$ cat src/include/ceoi_pkg.sv
`default_nettype none
package ceoi_pkg;
	// system register write encodings (coproc 15, opc1 0)
	localparam logic [3:0] CP_COPROC    = 4'hf;
	localparam logic [2:0] CP_OPC1      = 3'h0;
	localparam logic [3:0] CP_CRN       = 4'hc;
	localparam logic [3:0] CRM_DEACT    = 4'hb;
	localparam logic [3:0] CRM_EOI0     = 4'h8;
	localparam logic [3:0] CRM_EOI1     = 4'hc;
	localparam logic [2:0] OPC2_WRITE   = 3'h1;
	// identifier field
	localparam int         ID_LSB       = 0;
	localparam int         ID_W_FULL    = 24;
	localparam int         ID_W_SHORT   = 16;
	localparam int         RES_TOP_LSB  = 24;
	// exception levels
	localparam logic [1:0] EL_0         = 2'h0;
	localparam logic [1:0] EL_1         = 2'h1;
	localparam logic [1:0] EL_2         = 2'h2;
	localparam logic [1:0] EL_3         = 2'h3;

	typedef enum logic [2:0] {
		CEOI_TGT_NONE  = 3'h0,
		CEOI_TGT_DEACT = 3'h1,
		CEOI_TGT_EOI0  = 3'h2,
		CEOI_TGT_EOI1  = 3'h3
	} ceoi_tgt_t;

	typedef enum logic [2:0] {
		CEOI_OUT_DONE  = 3'h0,
		CEOI_OUT_VIRT  = 3'h1,
		CEOI_OUT_TRAP2 = 3'h2,
		CEOI_OUT_TRAP3 = 3'h3,
		CEOI_OUT_UNDEF = 3'h4,
		CEOI_OUT_IGN   = 3'h5
	} ceoi_out_t;
endpackage : ceoi_pkg
`default_nettype wire

$ cat src/include/ceoi_req_if.sv
`timescale 1ns/1ns
`default_nettype none
// decoded write request between the decoder and the checking core
interface ceoi_req_if;
	logic                  valid;
	ceoi_pkg::ceoi_tgt_t   tgt;
	logic [23:0]           interrupt_identifier;
	modport dec (output valid, output tgt, output interrupt_identifier);
	modport core (input valid, input tgt, input interrupt_identifier);
endinterface : ceoi_req_if
`default_nettype wire

$ cat src/core/ceoi_decode.sv
`timescale 1ns/1ns
`default_nettype none
module ceoi_decode #(
	parameter int ID_BITS = 24
) (
	input  wire logic        wr_valid,
	input  wire logic [3:0]  wr_coproc,
	input  wire logic [2:0]  wr_opc1,
	input  wire logic [3:0]  wr_crn,
	input  wire logic [3:0]  wr_crm,
	input  wire logic [2:0]  wr_opc2,
	input  wire logic [31:0] wr_data,
	ceoi_req_if.dec          req
);
	// the slice below only fits the two documented identifier widths
	if (ID_BITS != ceoi_pkg::ID_W_FULL && ID_BITS != ceoi_pkg::ID_W_SHORT)
	begin : g_bad_id_bits
		$error("ID_BITS must be 16 or 24");
	end

	logic hit;
	always_comb
	begin
		hit = wr_valid && wr_coproc == ceoi_pkg::CP_COPROC && wr_opc1 == ceoi_pkg::CP_OPC1
			&& wr_crn == ceoi_pkg::CP_CRN && wr_opc2 == ceoi_pkg::OPC2_WRITE;
		req.tgt = ceoi_pkg::CEOI_TGT_NONE;
		if (hit)
		begin
			unique case (wr_crm)
				ceoi_pkg::CRM_DEACT: req.tgt = ceoi_pkg::CEOI_TGT_DEACT;
				ceoi_pkg::CRM_EOI0:  req.tgt = ceoi_pkg::CEOI_TGT_EOI0;
				ceoi_pkg::CRM_EOI1:  req.tgt = ceoi_pkg::CEOI_TGT_EOI1;
				default:             req.tgt = ceoi_pkg::CEOI_TGT_NONE;
			endcase
		end
		req.valid = req.tgt != ceoi_pkg::CEOI_TGT_NONE;
		req.interrupt_identifier = 24'h000000;
		req.interrupt_identifier[ID_BITS-1:0] = wr_data[ceoi_pkg::ID_LSB +: ID_BITS];
	end
endmodule : ceoi_decode
`default_nettype wire

$ cat src/core/ceoi_core.sv
`timescale 1ns/1ns
`default_nettype none
module ceoi_core #(
	parameter int  ID_BITS      = 24,
	parameter bit  HAS_EL3      = 1'h1,
	parameter bit  EL3_IS_32BIT = 1'h1
) (
	input  wire logic        mclk,
	input  wire logic        rst_b,
	input  wire logic        clk_en,
	// processor write port
	input  wire logic        wr_valid,
	input  wire logic [3:0]  wr_coproc,
	input  wire logic [2:0]  wr_opc1,
	input  wire logic [3:0]  wr_crn,
	input  wire logic [3:0]  wr_crm,
	input  wire logic [2:0]  wr_opc2,
	input  wire logic [31:0] wr_data,
	// processor state
	input  wire logic [1:0]  cur_el,
	input  wire logic        cur_secure,
	input  wire logic        cur_monitor,
	// control bits
	input  wire logic        split_mode_ctl,
	input  wire logic        split_mode_secure,
	input  wire logic        split_mode_nonsecure,
	input  wire logic        monitor_split_mode_bit,
	input  wire logic        hyp_fast_irq_routing,
	input  wire logic        hyp_normal_irq_routing,
	input  wire logic        hyp_trap_all_group0,
	input  wire logic        hyp_trap_all_group1,
	input  wire logic        hyp_cp_group12_trap,
	input  wire logic        sysreg_interface_enable,
	input  wire logic        monitor_fast_irq_routing,
	input  wire logic        monitor_normal_irq_routing,
	// group of the identifier, answered by the distributor from interrupt_identifier_lookup
	output logic [23:0]      interrupt_identifier_lookup,
	input  wire logic        interrupt_identifier_is_group1,
	// results
	output logic             prio_drop_r,
	output logic             deactivate_r,
	output logic             virt_fwd_r,
	output logic [1:0]       virt_tgt_r,
	output logic             trap_el2_r,
	output logic             trap_el3_r,
	output logic             undef_r,
	output logic             sys_error_r,
	output logic [23:0]      interrupt_identifier_out_r,
	output logic             req_group1_r
);
	// only the two documented identifier widths are decoded
	if (ID_BITS != ceoi_pkg::ID_W_FULL && ID_BITS != ceoi_pkg::ID_W_SHORT)
	begin : g_bad_id_bits
		$error("ID_BITS must be 16 or 24");
	end

	ceoi_req_if req ();

	ceoi_decode #(.ID_BITS(ID_BITS)) u_dec (
		.wr_valid  (wr_valid),
		.wr_coproc (wr_coproc),
		.wr_opc1   (wr_opc1),
		.wr_crn    (wr_crn),
		.wr_crm    (wr_crm),
		.wr_opc2   (wr_opc2),
		.wr_data   (wr_data),
		.req       (req)
	);

	assign interrupt_identifier_lookup = req.interrupt_identifier;

	typedef struct packed {
		logic        prio_drop;
		logic        deactivate;
		logic        virt_fwd;
		logic [1:0]  virt_tgt;
		logic        trap_el2;
		logic        trap_el3;
		logic        undef;
		logic        sys_error;
		logic [23:0] interrupt_identifier;
		logic        group1;
	} ceoi_state_t;

	ceoi_state_t st_r;
	ceoi_state_t st_nxt;

	// ----------------------------------------------------------------
	// classification helpers
	// ----------------------------------------------------------------
	function automatic logic split_mode_sel(input logic mon, input logic sec);
		if (!HAS_EL3)
			return split_mode_ctl;
		else if (mon)
			return monitor_split_mode_bit;
		else if (sec)
			return split_mode_secure;
		else
			return split_mode_nonsecure;
	endfunction : split_mode_sel

	logic            is_ns_el1;
	logic            grp1;
	logic            grp_hyp_route;
	logic            grp_mon_route;
	logic            grp_trap_all;
	logic            split;
	ceoi_pkg::ceoi_out_t outcome;

	// ----------------------------------------------------------------
	// trap, undefined and redirect checks
	// ----------------------------------------------------------------
	always_comb
	begin
		is_ns_el1 = cur_el == ceoi_pkg::EL_1 && !cur_secure;
		// end registers name their group; deactivate asks the distributor
		grp1 = req.tgt == ceoi_pkg::CEOI_TGT_EOI1
			|| (req.tgt == ceoi_pkg::CEOI_TGT_DEACT && interrupt_identifier_is_group1);
		grp_hyp_route = grp1 ? hyp_normal_irq_routing : hyp_fast_irq_routing;
		grp_mon_route = grp1 ? monitor_normal_irq_routing : monitor_fast_irq_routing;
		grp_trap_all  = grp1 ? hyp_trap_all_group1 : hyp_trap_all_group0;
		split = split_mode_sel(cur_monitor, cur_secure);
		outcome = ceoi_pkg::CEOI_OUT_DONE;
		if (cur_el == ceoi_pkg::EL_0)
			outcome = ceoi_pkg::CEOI_OUT_UNDEF;
		else if (cur_el == ceoi_pkg::EL_1 && !sysreg_interface_enable)
			outcome = ceoi_pkg::CEOI_OUT_UNDEF;
		else if (HAS_EL3 && EL3_IS_32BIT && grp_mon_route
			&& (cur_el == ceoi_pkg::EL_2 || (cur_el == ceoi_pkg::EL_3 && !cur_monitor)))
			outcome = ceoi_pkg::CEOI_OUT_UNDEF;
		else if (is_ns_el1 && hyp_cp_group12_trap)
			outcome = ceoi_pkg::CEOI_OUT_TRAP2;
		else if (is_ns_el1 && req.tgt != ceoi_pkg::CEOI_TGT_DEACT && grp_trap_all)
			outcome = ceoi_pkg::CEOI_OUT_TRAP2;
		else if (HAS_EL3 && !EL3_IS_32BIT && grp_mon_route
			&& ((cur_el == ceoi_pkg::EL_1 && cur_secure) || cur_el == ceoi_pkg::EL_2))
			outcome = ceoi_pkg::CEOI_OUT_TRAP3;
		else if (is_ns_el1 && grp_hyp_route)
			outcome = ceoi_pkg::CEOI_OUT_VIRT;
		else if (req.tgt == ceoi_pkg::CEOI_TGT_DEACT && !split)
			outcome = ceoi_pkg::CEOI_OUT_IGN;
	end

	// ----------------------------------------------------------------
	// next state
	// ----------------------------------------------------------------
	always_comb
	begin
		st_nxt = '0;
		st_nxt.interrupt_identifier = st_r.interrupt_identifier;
		st_nxt.group1 = st_r.group1;
		if (req.valid)
		begin
			st_nxt.interrupt_identifier = req.interrupt_identifier;
			st_nxt.group1 = grp1;
			unique case (outcome)
				ceoi_pkg::CEOI_OUT_DONE:
				begin
					if (req.tgt == ceoi_pkg::CEOI_TGT_DEACT)
					begin
						st_nxt.deactivate = 1'h1;
					end
					else
					begin
						st_nxt.prio_drop = 1'h1;
						st_nxt.deactivate = !split;
					end
				end
				ceoi_pkg::CEOI_OUT_VIRT:
				begin
					st_nxt.virt_fwd = 1'h1;
					st_nxt.virt_tgt = req.tgt[1:0];
				end
				ceoi_pkg::CEOI_OUT_TRAP2: st_nxt.trap_el2 = 1'h1;
				ceoi_pkg::CEOI_OUT_TRAP3: st_nxt.trap_el3 = 1'h1;
				ceoi_pkg::CEOI_OUT_UNDEF: st_nxt.undef = 1'h1;
				ceoi_pkg::CEOI_OUT_IGN:   st_nxt.sys_error = 1'h1;
				default:                  st_nxt.undef = 1'h1;
			endcase
		end
	end

	always_ff @(posedge mclk)
	begin
		if (!rst_b)
			st_r <= '0;
		else if (clk_en)
			st_r <= st_nxt;
	end

	assign prio_drop_r  = st_r.prio_drop;
	assign deactivate_r = st_r.deactivate;
	assign virt_fwd_r   = st_r.virt_fwd;
	assign virt_tgt_r   = st_r.virt_tgt;
	assign trap_el2_r   = st_r.trap_el2;
	assign trap_el3_r   = st_r.trap_el3;
	assign undef_r      = st_r.undef;
	assign sys_error_r  = st_r.sys_error;
	assign interrupt_identifier_out_r  = st_r.interrupt_identifier;
	assign req_group1_r = st_r.group1;
endmodule : ceoi_core
`default_nettype wire

$ cat config.mk
export PLATFORM = sky130hd
export DESIGN_NAME = ceoi_core
export DESIGN_NICKNAME = d
export VERILOG_FILES = /design/src/include/ceoi_pkg.sv /design/src/include/ceoi_req_if.sv /design/src/core/ceoi_decode.sv /design/src/core/ceoi_core.sv
export SDC_FILE = /design/constraint.sdc
export NUM_CORES = 1
export LEC_CHECK = 0
export BUFFER_PORTS_ARGS = -buffer_cell sky130_fd_sc_hd__buf_2
export CAP_MARGIN = 20
export CORE_UTILIZATION = 41
export CTS_BUF_LIST = sky130_fd_sc_hd__clkbuf_8
export CTS_CLUSTER_DIAMETER = 120
export DETAILED_ROUTE_END_ITERATION = 10
export GPL_ROUTABILITY_DRIVEN = 0
export HOLD_SLACK_MARGIN = 0.08
export PLACE_DENSITY_LB_ADDON = 0.2
export SYNTH_ARGS = -nofsm -noshare
export SYNTH_HDL_FRONTEND = slang
export SYNTH_SLANG_ARGS = --single-unit
$ cat constraint.sdc
create_clock -name mclk -period 2 [get_ports mclk]
set_input_delay 0 -clock mclk [delete_from_list [all_inputs] [get_ports mclk]]
set_output_delay 0 -clock mclk [all_outputs]
set_load 0.005 [all_outputs]
==> results.sh <==
export IMPL_outcome="finished, final reports clean"
export IMPL_grt_pass1_wl_um=6660
export IMPL_synth_edff_count=0
export IMPL_diodes=0
export IMPL_firstDrtPassIters=4
export IMPL_grt_pass1_vias=1583
export IMPL_syn_avg_cell_area_um2=8.46
export IMPL_vias_per_cell=4.67
export IMPL_detail_route_wl_per_cell_um=11.3
export IMPL_tns_ns=0
export IMPL_grt_setup_unrepaired="false"
export IMPL_total_power_mw=1.37
export IMPL_start_util_pct=44.3
export IMPL_tritoncts_num_sinks=34
export IMPL_worst_ep_arrival_time_ns=2.07
export IMPL_grt_ovfl_total=0
export IMPL_die_w_um=66.1
export IMPL_cp_slowest_cell="dlygate4sd3_1"
export IMPL_cts_resized=0
export IMPL_cp_top_family="compound AO/OA/AOI/OAI gates"
export IMPL_cts_tree="built"
export IMPL_r2r_cells=3
export IMPL_cts_path_max_buffers=2
export IMPL_netlist_area_leader_share_pct=40.4
export IMPL_cts_setup_buffers=0
export IMPL_slew_violations=0
export IMPL_whs_path_depth=4
export IMPL_yosys_most_used_dff="dfxtp_1"
export IMPL_final_min_clock_period_ns=1.85
export IMPL_cp_slowest_stage_delay_ns=0.53
export IMPL_r2r_setup_slack_ns=1.33
export IMPL_setup_viol=0
export IMPL_fmax_mhz=540
export IMPL_die_h_um=66.1
export IMPL_p_per_area_mw_per_mm2=537
export IMPL_synth_commonest_cells="nand2_1, dfxtp_1, buf_4"
export IMPL_startpoint_type="input pin"
export IMPL_cp_required_ns=2.21
export IMPL_min_path_type="input pin to flop"
export IMPL_clock_skew_ns=0
export IMPL_relSlewSlack_pct=69.4
export IMPL_htree_levels=2
export IMPL_async_flop_share_pct=0
export IMPL_crit_cells=8
export IMPL_netlist_area_mm2=0.00168
export IMPL_cts_root_buf="clkbuf_8"
export IMPL_cts_buffers=5
export IMPL_synthCells=199
export IMPL_hpwl_um=2940
export IMPL_worst_slew_pin_slew_ns=0.458
export IMPL_syn_nets=270
export IMPL_numPortBuffers=119
export IMPL_syn2layout_area_growth_pct=51.4
export IMPL_clkTransAtPathRegs_ns=0.06
export IMPL_endpoint_kind="flop"
export IMPL_grt_usage_pct=19.9
export IMPL_drive_gt1_share_pct=42.4
export IMPL_coreArea_mm2=0.00380
export IMPL_cp_num_buf_inv=2
export IMPL_vias=1757
export IMPL_wl_um=4260
export IMPL_synth_most_common_cell="nand2_1"
export IMPL_final_util_pct=67.1
export IMPL_crit_type="input pin to flop"
export IMPL_period_share_pct=92.6
export IMPL_antenna_found_initial=0
export IMPL_grt_max_degree=32
export IMPL_yosys_register_bits=34
export IMPL_synth_area_leaders="dfxtp_1, nand2_1, buf_4, a21boi_0, nor4_4"
export IMPL_fp_row_count=22
export IMPL_clock_latency_ns=0.28
export IMPL_critical_path_peak_fanout=5
export IMPL_synth_cell_types=36
export IMPL_yosysTopAreaCell="dfxtp_1"
export IMPL_ys_warn_count=0
export IMPL_fp_dieArea_mm2=0.00437
export IMPL_yosysSeqAreaShare_pct=40.4
export IMPL_first_iter_violations=61
export IMPL_path_cells="dlygate4sd3_1 -> buf_2 -> and3b_1 -> a22o_1 -> a21boi_0 -> o21ai_2 -> or4_1 -> o21ai_1"
export IMPL_nets=398
export IMPL_ant_nets=0
export IMPL_max_cap_violations=0
export IMPL_peakVddDrop_mv=0.470
export IMPL_p_leak_nw=1.21
export IMPL_io_pins=129
export IMPL_route_detailed_drc=0
export IMPL_hold_viol=0
-- per-layer routing --
| metal | GRT usage [%] | share of wire, % | up-vias |
|---|---|---|---|
| met5 | 0 | 0 | - |
| met4 | 7.45 | 1.2 | 0 |
| met3 | 5.52 | 6.7 | 6 |
| met2 | 36.4 | 49 | 70 |
| met1 | 21.7 | 44 | 776 |
| li1 | - | - | 905 |
-- layout make-up --
class / instances / area, um^2
sequential: 34 / 681
timing repair buffer: 153 / 931
fill: 338 / 1250
multi-input combinational: 132 / 783
clock buffer: 6 / 82.6
inverter: 1 / 3.75
clock inverter: 2 / 8.76
tap: 48 / 60.1
-- where the power goes --
group          internal (mW)  total [mW]  switching [mW]
Clock                  0.272       0.496           0.224
Sequential             0.677       0.677     0.000000736
Combinational          0.121       0.196          0.0751
Total                   1.07        1.37           0.299
-- worst paths after layout --
kind | startpoint | end
setup / recovery | wr_crm[0] | virt_tgt_r[1]
hold / removal | monitor_split_mode_bit | sys_error_r
setup reg to reg | undef_r | undef_r
hold reg to reg | virt_tgt_r[1] | virt_tgt_r[1]
-- metrics by stage --
step / setup WS, ns / hold WS (ns) / instance area [um^2] / instances
2_1_floorplan: 0.236 / 0.0808 / 1680 / 199
3_3_place_gp: 0.00515 / 0.180 / 2190 / 341
3_5_place_dp: -0.0478 / 0.179 / 2190 / 341
4_1_cts: 0.0657 / 0.0825 / 2550 / 376
5_1_grt: 0.0273 / 0.101 / 2550 / 376
6_report: 0.147 / 0.0870 / 2550 / 376
-- kinds of logic after synthesis --
kind of cell / after synthesis / share of synthesized area [%]
buf+inv: 33 / 13.3
simple gates: 85 / 25.6
flops: 34 / 40.4
mux: 2 / 1.19
compound gates: 45 / 19.5
-- sequential cells by signal, indices dropped and copies added (netlist names) --
name                        count
undef_r                         1
req_group1_r                    1
trap_el2_r                      1
sys_error_r                     1
interrupt_identifier_out_r     24
virt_fwd_r                      1
virt_tgt_r                      2
deactivate_r                    1
trap_el3_r                      1
prio_drop_r                     1
-- worst reg2reg max path, stage by stage (launching register included) --
cell,delay [ns]
dfxtp_1,0.31
inv_1,0.05
o22ai_1,0.06
and2_1,0.16
-- cell usage in the layout (no fill, tap or decap), types with 2 or more instances in the layout --
cell,n
nor2b_1,2
o21ai_0,4
clkbuf_8,6
nor2_1,4
mux2i_1,2
a21boi_0,23
dlygate4sd3_1,27
and3_1,2
o21ai_2,2
nand2_1,59
a21oi_1,2
buf_4,6
dfxtp_1,34
a21boi_1,4
nor4_4,2
inv_1,2
and2_1,3
buf_2,119
o31ai_1,2
nand4b_1,4
-- what timing repair did --
action                                  4_1_cts  5_1_grt
endpoints found under the setup margin        0        4
hold endpoints to repair                     27        0
hold buffers                                 27        0
Note: power is estimated with default switching activity, not from simulation.
